File: config.mk
export PLATFORM = sky130hd
export DESIGN_NAME = mire_interrupt_ctrl
export DESIGN_NICKNAME = d
export VERILOG_FILES = /design/src/design/mire_pkg.sv /design/src/design/mire_interrupt_ctrl.sv
export SDC_FILE = /design/constraint.sdc
export NUM_CORES = 1
export LEC_CHECK = 0
export BUFFER_PORTS_ARGS = -buffer_cell sky130_fd_sc_hd__buf_4
export CAP_MARGIN = 20
export CORE_ASPECT_RATIO = 0.6
export CORE_MARGIN = 5
export CORE_UTILIZATION = 55
export CTS_BUF_LIST = sky130_fd_sc_hd__clkbuf_2 sky130_fd_sc_hd__clkbuf_4 sky130_fd_sc_hd__clkbuf_8
export DETAILED_ROUTE_END_ITERATION = 8
export PLACE_DENSITY = 0.73
export SETUP_SLACK_MARGIN = 0.3
export SYNTH_ARGS = -nofsm -noshare
export SYNTH_HDL_FRONTEND = slang
export SYNTH_SLANG_ARGS = --single-unit
File: constraint.sdc
create_clock -name clock -period 57 [get_ports clock]
set_clock_uncertainty 0.2 [all_clocks]
set_input_delay 5.7 -clock clock [delete_from_list [all_inputs] [get_ports clock]]
set_output_delay 5.7 -clock clock [all_outputs]
set_load 0.03 [all_outputs]
File: src/design/mire_pkg.sv
// Purpose: constants for the maskable interrupt request and enable block
// Assumes: 8-bit register port, 24 sources in vector order
// Notes:   flag storage is one 40-bit vector, five bytes side by side

package mire_pkg;

    // ------------------------------------------------------------
    // sizes
    // ------------------------------------------------------------
    localparam int NUM_SRC  = 24;
    localparam int ADDR_W   = 5;
    localparam int DATA_W   = 8;
    localparam int LVL_W    = 2;
    localparam int VEC_W    = 5;
    localparam int FLAG_W   = 40;
    localparam int PRIO_W   = 48;
    localparam int CNT_W    = 4;

    // ------------------------------------------------------------
    // register offsets (byte addresses)
    // ------------------------------------------------------------
    localparam logic [4:0] OFS_REQ0  = 5'h00;
    localparam logic [4:0] OFS_EN0   = 5'h05;
    localparam logic [4:0] OFS_PRIO0 = 5'h0A;
    localparam logic [4:0] OFS_CTRL  = 5'h10;
    localparam logic [4:0] OFS_STAT  = 5'h11;

    // ------------------------------------------------------------
    // field layouts and reset values
    // ------------------------------------------------------------
    // implemented bits of request and enable bytes 4..0
    localparam logic [39:0] FLAG_IMPL     = 40'h1F_B5_C3_CF_C3;
    localparam logic [7:0]  REG4_ONES     = 8'hE0;
    localparam logic [39:0] RST_FLAGS     = 40'h00_00_00_00_00;
    localparam logic [47:0] RST_PRIO      = 48'h0000_0000_0000;
    localparam logic [39:0] BYTE_MASK_40  = 40'h00_00_00_00_FF;
    localparam logic [47:0] BYTE_MASK_48  = 48'h0000_0000_00FF;
    localparam int          CTRL_NEST_BIT = 0;
    localparam int          CTRL_MIE_BIT  = 1;
    localparam logic [1:0]  LVL_MAX       = 2'h2;
    localparam logic [2:0]  RST_SVC       = 3'h0;

    // flat flag bit of each source, in vector address order
    localparam int SRC_POS [NUM_SRC] = '{0, 1, 6, 7, 8, 9, 10, 11, 14, 15, 16, 17,
                                         22, 23, 24, 26, 28, 29, 31, 32, 33, 34, 35, 36};

    // ------------------------------------------------------------
    // cpu sequence lengths, in clock cycles
    // ------------------------------------------------------------
    localparam logic [3:0] ENTRY_CYCLES  = 4'hE;
    localparam logic [3:0] RETURN_CYCLES = 4'hC;

endpackage : mire_pkg

File: src/design/mire_interrupt_ctrl.sv
// Purpose: maskable interrupt request, enable and priority arbitration
// Assumes: source events and cpu strobes are one-cycle pulses on clock
// Notes:   reset_pin is arst_n; the other reset causes act synchronously
//
// Behaviour
// - nesting on: only strictly higher level nests
// - nesting off: every enabled source may nest
// - nesting on: equal or lower levels wait for completion
// - pick highest level, then lowest vector
// - each source has request, enable, priority
// - request byte 0 bit map, gaps zero
// - request byte 1 bit map, gaps zero
// - request byte 2 bit map, gaps zero
// - request byte 3 bit map, gaps zero
// - request byte 4 holds pwm and timer9
// - byte 4 top bits ignore writes, read one
// - request byte 4 resets to E0
// - request bytes clear on any reset cause
// - interrupt only when enable bit is one
// - enable byte 0 mirrors request byte 0
// - enable byte 1 mirrors request byte 1
// - enable byte 2 mirrors request byte 2
// - enable byte 3 mirrors request byte 3
// - enable bytes clear on any reset cause
// - accept clears request, master enable; nesting on: blocks levels
// - three levels per source, two-bit field
// - return re-allows levels, sets master enable

`timescale 1ns/1ps

module mire_interrupt_ctrl (
    input  wire logic        clock,
    input  wire logic        arst_n,
    input  wire logic [4:0]  reg_addr,
    input  wire logic [7:0]  reg_wdata,
    input  wire logic        reg_wr,
    input  wire logic        reg_rd,
    output logic      [7:0]  reg_rdata,
    input  wire logic [23:0] src_event,
    input  wire logic        break_instruction,
    input  wire logic        watchdog_overflow,
    input  wire logic        opcode_trap,
    input  wire logic        int_ack,
    input  wire logic        return_from_interrupt,
    output logic             int_req,
    output logic      [4:0]  int_vector,
    output logic      [1:0]  int_level
);

    // ------------------------------------------------------------
    // state
    // ------------------------------------------------------------
    logic [39:0] req_q;
    logic [39:0] req_d;
    logic [39:0] en_q;
    logic [39:0] en_d;
    logic [47:0] prio_q;
    logic [47:0] prio_d;
    logic        nest_q;
    logic        nest_d;
    logic        mie_q;
    logic        mie_d;
    logic [2:0]  svc_q;
    logic [2:0]  svc_d;
    logic [3:0]  busy_q;
    logic [3:0]  busy_d;
    logic        int_req_q;
    logic [4:0]  vec_q;
    logic [1:0]  lvl_q;
    logic [7:0]  rdata_q;

    // ------------------------------------------------------------
    // address decode
    // ------------------------------------------------------------
    wire         soft_rst  = break_instruction | watchdog_overflow | opcode_trap;
    wire         in_req    = reg_addr < mire_pkg::OFS_EN0;
    wire         in_en     = (reg_addr >= mire_pkg::OFS_EN0) && (reg_addr < mire_pkg::OFS_PRIO0);
    wire         in_prio   = (reg_addr >= mire_pkg::OFS_PRIO0) && (reg_addr < mire_pkg::OFS_CTRL);
    wire         in_ctrl   = reg_addr == mire_pkg::OFS_CTRL;
    wire         in_stat   = reg_addr == mire_pkg::OFS_STAT;
    wire [4:0]   req_off   = reg_addr - mire_pkg::OFS_REQ0;
    wire [4:0]   en_off    = reg_addr - mire_pkg::OFS_EN0;
    wire [4:0]   prio_off  = reg_addr - mire_pkg::OFS_PRIO0;
    wire [5:0]   req_sh    = {req_off[2:0], 3'b000};
    wire [5:0]   en_sh     = {en_off[2:0], 3'b000};
    wire [5:0]   prio_sh   = {prio_off[2:0], 3'b000};
    wire [39:0]  wdata_40  = {5{reg_wdata}};
    wire [47:0]  wdata_48  = {6{reg_wdata}};

    // unimplemented flag bits never store; byte 4 top bits ignore writes
    wire [39:0]  req_wmask = (reg_wr && in_req) ?
                             ((mire_pkg::BYTE_MASK_40 << req_sh) & mire_pkg::FLAG_IMPL) : 40'h00_0000_0000;
    wire [39:0]  en_wmask  = (reg_wr && in_en) ?
                             ((mire_pkg::BYTE_MASK_40 << en_sh) & mire_pkg::FLAG_IMPL) : 40'h00_0000_0000;
    wire [47:0]  prio_wmask = (reg_wr && in_prio) ?
                              (mire_pkg::BYTE_MASK_48 << prio_sh) : 48'h0000_0000_0000;
    wire         wr_ctrl   = reg_wr && in_ctrl;

    // ------------------------------------------------------------
    // source to flag mapping
    // ------------------------------------------------------------
    logic [39:0] set_flat;
    logic [39:0] ack_flat;

    always_comb begin
        set_flat = 40'h00_0000_0000;
        ack_flat = 40'h00_0000_0000;
        for (int s = 0; s < mire_pkg::NUM_SRC; s++) begin
            set_flat[mire_pkg::SRC_POS[s]] = src_event[s];
            if (int_ack && (vec_q == 5'(s))) begin
                ack_flat[mire_pkg::SRC_POS[s]] = 1'b1;
            end
        end
    end

    // ------------------------------------------------------------
    // in-service levels
    // ------------------------------------------------------------
    wire         svc_any = |svc_q;
    wire [1:0]   svc_lvl = svc_q[2] ? 2'h2 : (svc_q[1] ? 2'h1 : 2'h0);
    // only the innermost level leaves on return
    wire [2:0]   svc_pop = svc_q[2] ? 3'b011 : (svc_q[1] ? 3'b101 : 3'b110);
    wire [2:0]   svc_push = 3'b001 << lvl_q;

    // ------------------------------------------------------------
    // arbitration
    // ------------------------------------------------------------
    logic        best_ok;
    logic [4:0]  best_idx;
    logic [1:0]  best_lvl;
    logic [1:0]  lv;
    logic        elig;

    always_comb begin
        best_ok  = 1'b0;
        best_idx = 5'h00;
        best_lvl = 2'h0;
        lv       = 2'h0;
        elig     = 1'b0;
        // walk downward so ties settle on the lowest vector
        for (int s = mire_pkg::NUM_SRC - 1; s >= 0; s--) begin
            // code 3 would be a fourth level; fold it into the top one
            lv = (prio_q[2*s +: 2] > mire_pkg::LVL_MAX) ? mire_pkg::LVL_MAX : prio_q[2*s +: 2];
            elig = req_q[mire_pkg::SRC_POS[s]] & en_q[mire_pkg::SRC_POS[s]]
                 & (!nest_q | !svc_any | (lv > svc_lvl));
            if (elig && (!best_ok || (lv >= best_lvl))) begin
                best_ok  = 1'b1;
                best_idx = 5'(s);
                best_lvl = lv;
            end
        end
    end

    // ------------------------------------------------------------
    // next state
    // ------------------------------------------------------------
    // hardware set wins over program write and over acceptance
    assign req_d  = (((req_q & ~req_wmask) | (wdata_40 & req_wmask)) & ~ack_flat) | set_flat;
    assign en_d   = (en_q & ~en_wmask) | (wdata_40 & en_wmask);
    assign prio_d = (prio_q & ~prio_wmask) | (wdata_48 & prio_wmask);
    assign nest_d = wr_ctrl ? reg_wdata[mire_pkg::CTRL_NEST_BIT] : nest_q;

    // acceptance beats a program write to the master enable
    assign mie_d  = int_ack ? 1'b0 :
                    (return_from_interrupt ? 1'b1 :
                    (wr_ctrl ? reg_wdata[mire_pkg::CTRL_MIE_BIT] : mie_q));

    assign svc_d  = (int_ack && nest_q) ? (svc_q | svc_push) :
                    ((return_from_interrupt && nest_q) ? (svc_q & svc_pop) : svc_q);

    // cpu is busy saving or restoring context; nothing is offered meanwhile
    assign busy_d = int_ack ? mire_pkg::ENTRY_CYCLES :
                    (return_from_interrupt ? mire_pkg::RETURN_CYCLES :
                    ((busy_q != 4'h0) ? (busy_q - 4'h1) : 4'h0));

    wire         offer_d = mie_q & best_ok & (busy_q == 4'h0) & !int_ack & !return_from_interrupt;

    // ------------------------------------------------------------
    // read mux
    // ------------------------------------------------------------
    wire [39:0]  req_rd_sh  = (req_q & mire_pkg::FLAG_IMPL) >> req_sh;
    wire [39:0]  en_rd_sh   = (en_q & mire_pkg::FLAG_IMPL) >> en_sh;
    wire [47:0]  prio_rd_sh = prio_q >> prio_sh;
    wire [7:0]   ones_req   = (req_off[2:0] == 3'h4) ? mire_pkg::REG4_ONES : 8'h00;
    wire [7:0]   ones_en    = (en_off[2:0] == 3'h4) ? mire_pkg::REG4_ONES : 8'h00;
    wire [7:0]   ctrl_rd    = {6'h00, mie_q, nest_q};
    wire [7:0]   stat_rd    = {4'h0, int_req_q, svc_q};
    wire [7:0]   rd_sel     = in_req  ? (req_rd_sh[7:0] | ones_req) :
                              in_en   ? (en_rd_sh[7:0] | ones_en) :
                              in_prio ? prio_rd_sh[7:0] :
                              in_ctrl ? ctrl_rd :
                              in_stat ? stat_rd : 8'h00;

    // ------------------------------------------------------------
    // flag and enable storage
    // ------------------------------------------------------------
    always_ff @(posedge clock or negedge arst_n) begin
        if (!arst_n) begin
            req_q  <= mire_pkg::RST_FLAGS;
            en_q   <= mire_pkg::RST_FLAGS;
            prio_q <= mire_pkg::RST_PRIO;
        end else if (soft_rst) begin
            req_q  <= mire_pkg::RST_FLAGS;
            en_q   <= mire_pkg::RST_FLAGS;
            prio_q <= mire_pkg::RST_PRIO;
        end else begin
            req_q  <= req_d;
            en_q   <= en_d;
            prio_q <= prio_d;
        end
    end

    // ------------------------------------------------------------
    // control and nesting state
    // ------------------------------------------------------------
    always_ff @(posedge clock or negedge arst_n) begin
        if (!arst_n) begin
            nest_q <= 1'b0;
            mie_q  <= 1'b0;
            svc_q  <= mire_pkg::RST_SVC;
            busy_q <= 4'h0;
        end else if (soft_rst) begin
            nest_q <= 1'b0;
            mie_q  <= 1'b0;
            svc_q  <= mire_pkg::RST_SVC;
            busy_q <= 4'h0;
        end else begin
            nest_q <= nest_d;
            mie_q  <= mie_d;
            svc_q  <= svc_d;
            busy_q <= busy_d;
        end
    end

    // ------------------------------------------------------------
    // cpu request and read data
    // ------------------------------------------------------------
    always_ff @(posedge clock or negedge arst_n) begin
        if (!arst_n) begin
            int_req_q <= 1'b0;
            vec_q     <= 5'h00;
            lvl_q     <= 2'h0;
            rdata_q   <= 8'h00;
        end else begin
            int_req_q <= offer_d & !soft_rst;
            vec_q     <= best_idx;
            lvl_q     <= best_lvl;
            rdata_q   <= reg_rd ? rd_sel : 8'h00;
        end
    end

    assign int_req    = int_req_q;
    assign int_vector = vec_q;
    assign int_level  = lvl_q;
    assign reg_rdata  = rdata_q;

endmodule : mire_interrupt_ctrl

# [Word level (Yosys, flattened, before mapping)]
# Index checks and enable logic that the tools add are counted.
[classes] addsub=3 magnitude_cmp=76 n_eq_ne=27 shifts=7 n_mux=151 bitwise_logic=99 reduce_logical=113
[ops] operator="$and A40 B40 Y40" count=3
[ops] operator="$mux W5" count=24
[ops] operator="$not A37 Y40" count=3
[ops] operator="$mux W2" count=50
[ops] operator="$and A48 B48 Y48" count=2
[ops] operator="$mux W48" count=2
[ops] operator="$and A40 B37 Y40" count=2
[ops] operator="$mux W40" count=2
[ops] operator="$or A40 B40 Y40" count=2
[ops] operator="$mux W37" count=2
[ops] operator="$shl A8 B6 Y37 const A" count=2
[ops] operator="$shr A37 B6 Y8" count=2
[ops] operator="$logic_and A1 B1 Y1" count=55
[ops] operator="$mux W1" count=55
[ops] operator="$and A1 B1 Y1" count=53
[ops] operator="$eq A5 B5 Y1 const B" count=10
[ops] operator="$gt A2 B2 Y1" count=24
[ops] operator="$gt A2 B2 Y1 const B" count=24
[ops] operator="$mux W8" count=6
[ops] operator="$not A48 Y48" count=1
[ops] operator="$or A48 B48 Y48" count=1
[ops] operator="$shl A8 B6 Y48 const A" count=1
[ops] operator="$shr A48 B6 Y8" count=1
[ops] operator="$ge A2 B2 Y1" count=23
[ops] operator="29 further kinds" count=126
[totals] register_bits=153 in_bits=46 elab_cells=487

# [Depth between registers and ports, before layout]
# Gate-level depths: netlist of the first run.
[depth] ltp_word=103 mapped_depth=160

# [Worst setup path after synthesis of the first run]
# OpenSTA, ideal clock, no wires.
[synth_timing] kind="register to register" from="reg svc_q[2]" to="reg vec_q[4] (netlist: int_vector[4])" arrival_ns=28.502 setup_slack_ns=28.210 path_stages_with_launch=155 synth_period_minus_slack_ns=28.790 cell_sequence="dfrtp_1 buf_6 nor2b_1 ha_1 nor2b_1 o21ai_1 a21oi_1 and2_1 ha_1 nand2b_1 a21o_1 a211o_1 and3b_4 or2_2 ha_1 nand2b_1 a21oi_1 a21oi_1 (+119 left out) o31ai_1 nor2b_1 nand2b_1 o21ai_1 inv_2 ha_1 a21oi_1 nand2_1 nand2_1 nor2_1 o21bai_1 ha_1 nand2b_1 a21o_1 o21ai_0 and2_1 nand3_1 nor3b_1"
[synth_between] elab_chain_cells=98 elab_cells_between_ends=238 cone_classes="47 x order compare; 71 x mux; 49 x bitwise; 71 x reduce/logical"
[synth_lines] item="start, declared" line="mire_interrupt_ctrl.sv:63" text="logic [2:0] svc_q;"
[synth_lines] item="start signal, assigned" line="mire_interrupt_ctrl.sv:220" text="svc_q <= mire_pkg::RST_SVC;"
[synth_lines] item="start signal, assigned" line="mire_interrupt_ctrl.sv:225" text="svc_q <= mire_pkg::RST_SVC;"
[synth_lines] item="start signal, assigned" line="mire_interrupt_ctrl.sv:230" text="svc_q <= svc_d;"
[synth_lines] item="branches (longest 97 deep; another with $gt A2 B2 Y1)"
[synth_lines] item="$mux W5 *" line="mire_interrupt_ctrl.sv:146" text="if (elig && (!best_ok || (lv >= best_lvl))) begin"
[synth_lines] item="net best_idx[4]" line="mire_interrupt_ctrl.sv:129" text="logic [4:0] best_idx;"
[synth_lines] item="end signal, assigned" line="mire_interrupt_ctrl.sv:246" text="vec_q <= best_idx;"
[synth_lines] item="end, declared" line="mire_interrupt_ctrl.sv:68" text="logic [4:0] vec_q;"
# Mark *: on every way through the listed nets, which the timed path passes.
# A chain may end at the register's enable or synchronous reset.

# [Worst setup path after layout of the first run]
# Ends and elaborated chain as after synthesis.

==> results of run 1 <==
==> state kept, by name, indices dropped and copies added, names as in the netlist <==
register,count
int_vector,5
busy_q,4
prio_q,48
int_req,1
reg_rdata,8
int_level,2
mie_q,1
en_q,24
nest_q,1
svc_q,3
req_q,24
==> layout by cell type, fill, tap and decap left out, types with 46 or more instances in the layout <==
cell	synthesis	routed
nand2_1	131	131
nor2_1	139	139
nand3_1	46	46
o21ai_0	49	49
a21oi_1	107	107
ha_1	105	105
buf_4	1	69
dfrtp_1	121	121
mux2i_1	83	83
nand2b_1	47	47
==> kinds of logic (layout without fill, tap and decap cells) <==
family / after synthesis / after routing / share of synthesized area
adders and majority gates: 105 / 105 / 0.1255
muxes: 104 / 104 / 0.1148
AOI/OAI and AO/OA: 306 / 306 / 0.1995
DFF: 121 / 121 / 0.2892
other: 0 / 1 / 0
buffers and inverters: 116 / 143 / 0.04362
and+or+nand+nor: 489 / 489 / 0.2274
==> power by group through the flow <==
stage / combinational (mW) / clock (mW) / sequential, mW
floorplan: 0.00943 / 0 / 0.0893
global placement: 0.0180 / 0 / 0.0894
detailed placement: 0.0181 / 0 / 0.0894
CTS: 0.0182 / 0.0879 / 0.0877
global route: 0.0202 / 0.0923 / 0.0878
finish: 0.0188 / 0.0881 / 0.0878
==> per-stage QoR <==
step / instance area [um^2] / power, mW / hold WS [ns] / utilization / setup slack (ns)
global placement: 11000 / 0.1073 / 0.3263 / 0.5827 / 25.66
floorplan: 10470 / 0.09878 / 0.3035 / - / 28.21
global route: 11480 / 0.2003 / 0.3735 / 0.6080 / 21.36
detailed placement: 11000 / 0.1075 / 0.3359 / 0.5827 / 24.92
finish: 11480 / 0.1947 / 0.3516 / 0.6081 / 24.25
CTS: 11450 / 0.1938 / 0.3495 / 0.6063 / 24.72
==> path summary, 6_finish.rpt <==
check                                      to  slack (ns)  depth (start not counted)
worst max-delay path            int_vector[4]       24.25                        150
worst min-delay path               prio_q[24]        0.35                          2
worst max register to register  int_vector[4]       24.25                        150
worst min register to register     prio_q[24]        0.35                          2
max in group asynchronous            en_q[28]       50.14                          2
min in group asynchronous        int_level[0]        5.04                          1
==> cell type report <==
type / instances / area (um^2)
clock buffer: 19 / 255.2
antenna: 1 / 2.502
multi-input combinational: 1004 / 6999
fill: 1710 / 7401
timing repair buffer: 71 / 549.3
inverter: 40 / 150.1
sequential: 121 / 3028
clock inverter: 13 / 191.4
tap: 246 / 307.8
==> metal layers <==
| metal | share of wire | up-vias | global-route usage |
|---|---|---|---|
| met3 | 0.14 | 58 | 0.1150 |
| met5 | 0 | - | 0 |
| met1 | 0.44 | 4749 | 0.4574 |
| met4 | 0.022 | 0 | 0.08944 |
| li1 | - | 4503 | - |
| met2 | 0.39 | 616 | 0.4316 |
==> worst register-to-register path: cells and delay by family (launching register included) <==
kind	cells	cell delay [ns]
flops	1	0.69
simple gates	44	6.79
compound gates	66	15.19
buf+inv	8	0.86
fa+ha+maj	24	6.32
mux	8	2.62
==> out/results.ini, run 1 <==
[status]
status=completed

[grt]
overflow=0
grt_first_pass_wirelength_mm=53.39
grt_use_total=0.3123
antenna_found_initial=0
grt_max_degree=106
grt_pass1_vias=9363

[sta]
timing.final.crit_share=0.5745
period_needed_ns=32.75
finalHoldViolCount=0
slew_headroom=0.3448
max_clock_freq_mhz=30.54
rsz0062_at_grt=false
setup_violations=0
tightest_slew_ns=0.9828
finalMaxSlewViolations=0
fin_setup_tns_ns=0

[yosys]
yosysWarnings=0
synth_common_cells=nor2_1, nand2_1, dfrtp_1, a21oi_1, ha_1
yosysTopAreaCell=dfrtp_1
syn_inst=1241
ys_seq_elements=121
yosysMostFrequentCell=nor2_1
ys_types=87
synth-main-ff-cell=dfrtp_1
synth.area.top_cells=dfrtp_1, ha_1, mux2i_1
syn_area_per_cell_um2=8.437
async_flop_share=1.000
synth-seq-area-share=0.2892
synth_top_area_frac=0.2892
synth_fp_nets=1392
synth_area_um2=10470
synth_edf_count=0

[routing]
ant_nets=0
wl_per_cell_um=22.46
routed_wl_mm=34.03
dr.first_iter.drc_count=1282
via_per_inst=6.552
drc=0
drt_pass1_iterations=5
num_vias=9926

[power]
combPwrFrac=0.097
pwr-share-clk=0.453
p_sw_mw=0.05207
vdd_drop_max_mv=0.01619
power_density_nw_per_um2=16.96
seq_power_share=0.451
leakage_nw=5.326
power.internal_mw=0.1427
p_sw_frac=0.2674

[critical_path]
required_ns=57.16
crit_start=svc_q[2]
r2r-start=svc_q[2]
start_kind=flip-flop
crit_arrival_ns=32.91
crit_buf_inv=8
crit_path_frequent_cell=ha_1
slowest_stage=dfrtp_1
path_class=reg2reg
cp_top_family=compound AO/OA/AOI/OAI gates
slowest_delay_ns=0.69
cp_max_fo=10
setup.worst_path.end_class=flip-flop

[worst_hold_path]
hold_start=prio_q[24]
min_path_type=reg2reg

[clock_network]
path_clk_slew_ns=0.08
cts_hold_buf=0
cts_buffers=17
root_buffer=clkbuf_8
clockBufferDepth=2
clock_sinks=121
cts_resized=0
cts_max_level=4
cts_tree=done
post_cts_buffers=0
insertion_delay_ns=0.45

[placement]
io_buffers=61
gp_congestion=0.9904
dp.cells=1480
detailed_place_hpwl_mm=25.34

[layout]
drive_above_1_share=0.1254
finalNetCount=1406
syn_to_final_growth_pct=9.680
instances_no_fill=1515

[run]
cap_violations=0

[floorplan]
die_height_um=116.9
start_util=0.5544
die-area_um2=21990
die_width_um=188.1
io_pins=62
rows=39
core_area_um2=18880

No activity file was read; power rests on OpenSTA's default activity.
==> run 2, diff against run 1 <==
--- a/config.mk
+++ b/config.mk
@@ -12,7 +12,7 @@
 export CORE_UTILIZATION = 55
 export CTS_BUF_LIST = sky130_fd_sc_hd__clkbuf_2 sky130_fd_sc_hd__clkbuf_4 sky130_fd_sc_hd__clkbuf_8
 export DETAILED_ROUTE_END_ITERATION = 8
-export PLACE_DENSITY = 0.73
+export PLACE_DENSITY = 0.76
 export SETUP_SLACK_MARGIN = 0.3
 export SYNTH_ARGS = -nofsm -noshare
 export SYNTH_HDL_FRONTEND = slang
==> constraint.sdc (replaced) <==
create_clock -name clock -period 27.4 [get_ports clock]
set_clock_uncertainty 0.2 [all_clocks]
set_input_delay 2.74 -clock clock [delete_from_list [all_inputs] [get_ports clock]]
set_output_delay 2.74 -clock clock [all_outputs]
set_load 0.03 [all_outputs]
==> out/results.ini, run 2 (synthesized netlist as in run 1, its figures left out) <==
[sta]
slew_headroom=0.3694
timing.final.crit_share=1.008
worst_slack_ns=-0.2090
setup_violations=7
period_needed_ns=27.61
rsz0062_at_grt=true
tightest_slew_ns=0.9438
finalMaxSlewViolations=0
max_clock_freq_mhz=36.22
finalHoldViolCount=0

[layout]
layout_commonest_cell=buf_4
syn_to_final_growth_pct=27.64
finalNetCount=1519
drive_above_1_share=0.2935
largest_register=prio_q
final_core_util=0.7077
antenna_cells=0
layout_common_cells=buf_4, nor2_1, nand2_1, dfrtp_1, ha_1
largest_reg_flops=48
reg_top3=prio_q: 48 flops, en_q: 24 flops, req_q: 24 flops

[floorplan]
start_util=0.5544
io_pins=62
rows=39
core_area_um2=18880
die_width_um=188.1
die-area_um2=21990
die_height_um=116.9

[critical_path]
setup.worst_path.end_class=flip-flop
path_class=reg2reg
start_kind=flip-flop
slowest_delay_ns=0.58
required_ns=27.54
cp_max_fo=6
slowest_stage=a2111oi_1
crit_arrival_ns=27.75
crit_path_frequent_cell=ha_1

[grt]
grt_use_total=0.3324
grt_pass1_vias=9898
antenna_found_initial=1
grt_first_pass_wirelength_mm=56.75
grt_max_degree=75
overflow=0

[placement]
io_buffers=61
gp_congestion=1.007
detailed_place_hpwl_mm=27.50

[clock_network]
cts_hold_buf=0
cts_tree=done
cts_max_level=4
root_buffer=clkbuf_8
insertion_delay_ns=0.44
clock_sinks=121
clockBufferDepth=2
cts_buffers=17
path_clk_slew_ns=0.07

[routing]
drc=0
wl_per_cell_um=23.90
via_per_inst=6.552
num_vias=10650
drt_pass1_iterations=6
ant_nets=0
routed_wl_mm=38.86
dr.first_iter.drc_count=1147

[worst_hold_path]
min_path_type=reg2reg

[status]
violations=setup timing
status=finished, violations left

[power]
power_density_nw_per_um2=31.44
vdd_drop_max_mv=0.02714
leakage_nw=6.209
finalPower_mw=0.4202

[run]
cap_violations=0

[run 2: cell types whose count changed in the layout (fill, tap and decap cells not counted), sizes merged]
cell,before,now
buf,70,183
bufinv,4,6
clkinv,3,4
clkinvlp,3,4
diode,1,0
inv,43,38
[run 2: worst paths after layout]
check	endpoint	cells after the start	slack, ns	startpoint
worst max-delay path	int_vector[4]	153	-0.21	svc_q[2]
worst min-delay path	prio_q[22]	2	0.34	prio_q[22]
worst max register to register	int_vector[4]	153	-0.21	svc_q[2]
worst min register to register	prio_q[22]	2	0.34	prio_q[22]
max in group asynchronous	prio_q[21]	2	23.55	arst_n
min in group asynchronous	int_vector[3]	1	2.19	arst_n
[run 2: repair_timing]
action	CTS	global route
gates resized for setup	23	132
cloned	0	0
endpoints found under the setup margin	7	7
setup buffers	26	40
pin swaps	25	102
[run 2: final cells by class]
cell class | instances | area (um^2)
inverters | 40 | 153.9
multi-input cells | 1004 | 7986
flip-flops and latches | 121 | 3028
clock inverters | 12 | 221.5
clock buffers | 19 | 261.5
well taps | 246 | 307.8
repair buffers | 184 | 1405
fillers | 1432 | 5520
[run 2: metrics by stage]
| stage | cell area (um^2) | cells | hold WS [ns] | setup WS (ns) | TNS [ns] |
|---|---|---|---|---|---|
| global route | 13360 | 1626 | 0.3680 | -1.337 | -8.860 |
| detailed placement | 11560 | 1528 | 0.3322 | -0.8137 | -5.144 |
| CTS | 12330 | 1585 | 0.3416 | 0.04575 | 0 |
| floorplan | 10670 | 1241 | 0.3035 | 0.3078 | 0 |
| global placement | 11560 | 1528 | 0.3246 | -0.03829 | -0.03829 |
| finish | 13360 | 1626 | 0.3399 | -0.2090 | -1.014 |
[run 2: layer usage]
layer / vias up / part of all wire / global-route usage
met5: - / 0 / 0
met4: 0 / 0.024 / 0.07283
met3: 90 / 0.12 / 0.1230
met2: 642 / 0.42 / 0.4798
met1: 5198 / 0.44 / 0.4794
li1: 4724 / - / -
[run 2: critical path, delay by kind of cell (launching register included)]
kind / cells / cell delay, ns
compound gates: 69 / 11.46
buf+inv: 11 / 1.41
fa+ha+maj: 24 / 6.27
mux: 7 / 2.03
simple gates: 42 / 5.71
flops: 1 / 0.42
[run 2: power breakdown]
group / internal, mW / total [mW] / switching, mW
clock: 0.122 / 0.198 / 0.0762
combinational: 0.0129 / 0.0395 / 0.0266
sequential: 0.180 / 0.183 / 0.00249
total: 0.315 / 0.420 / 0.105
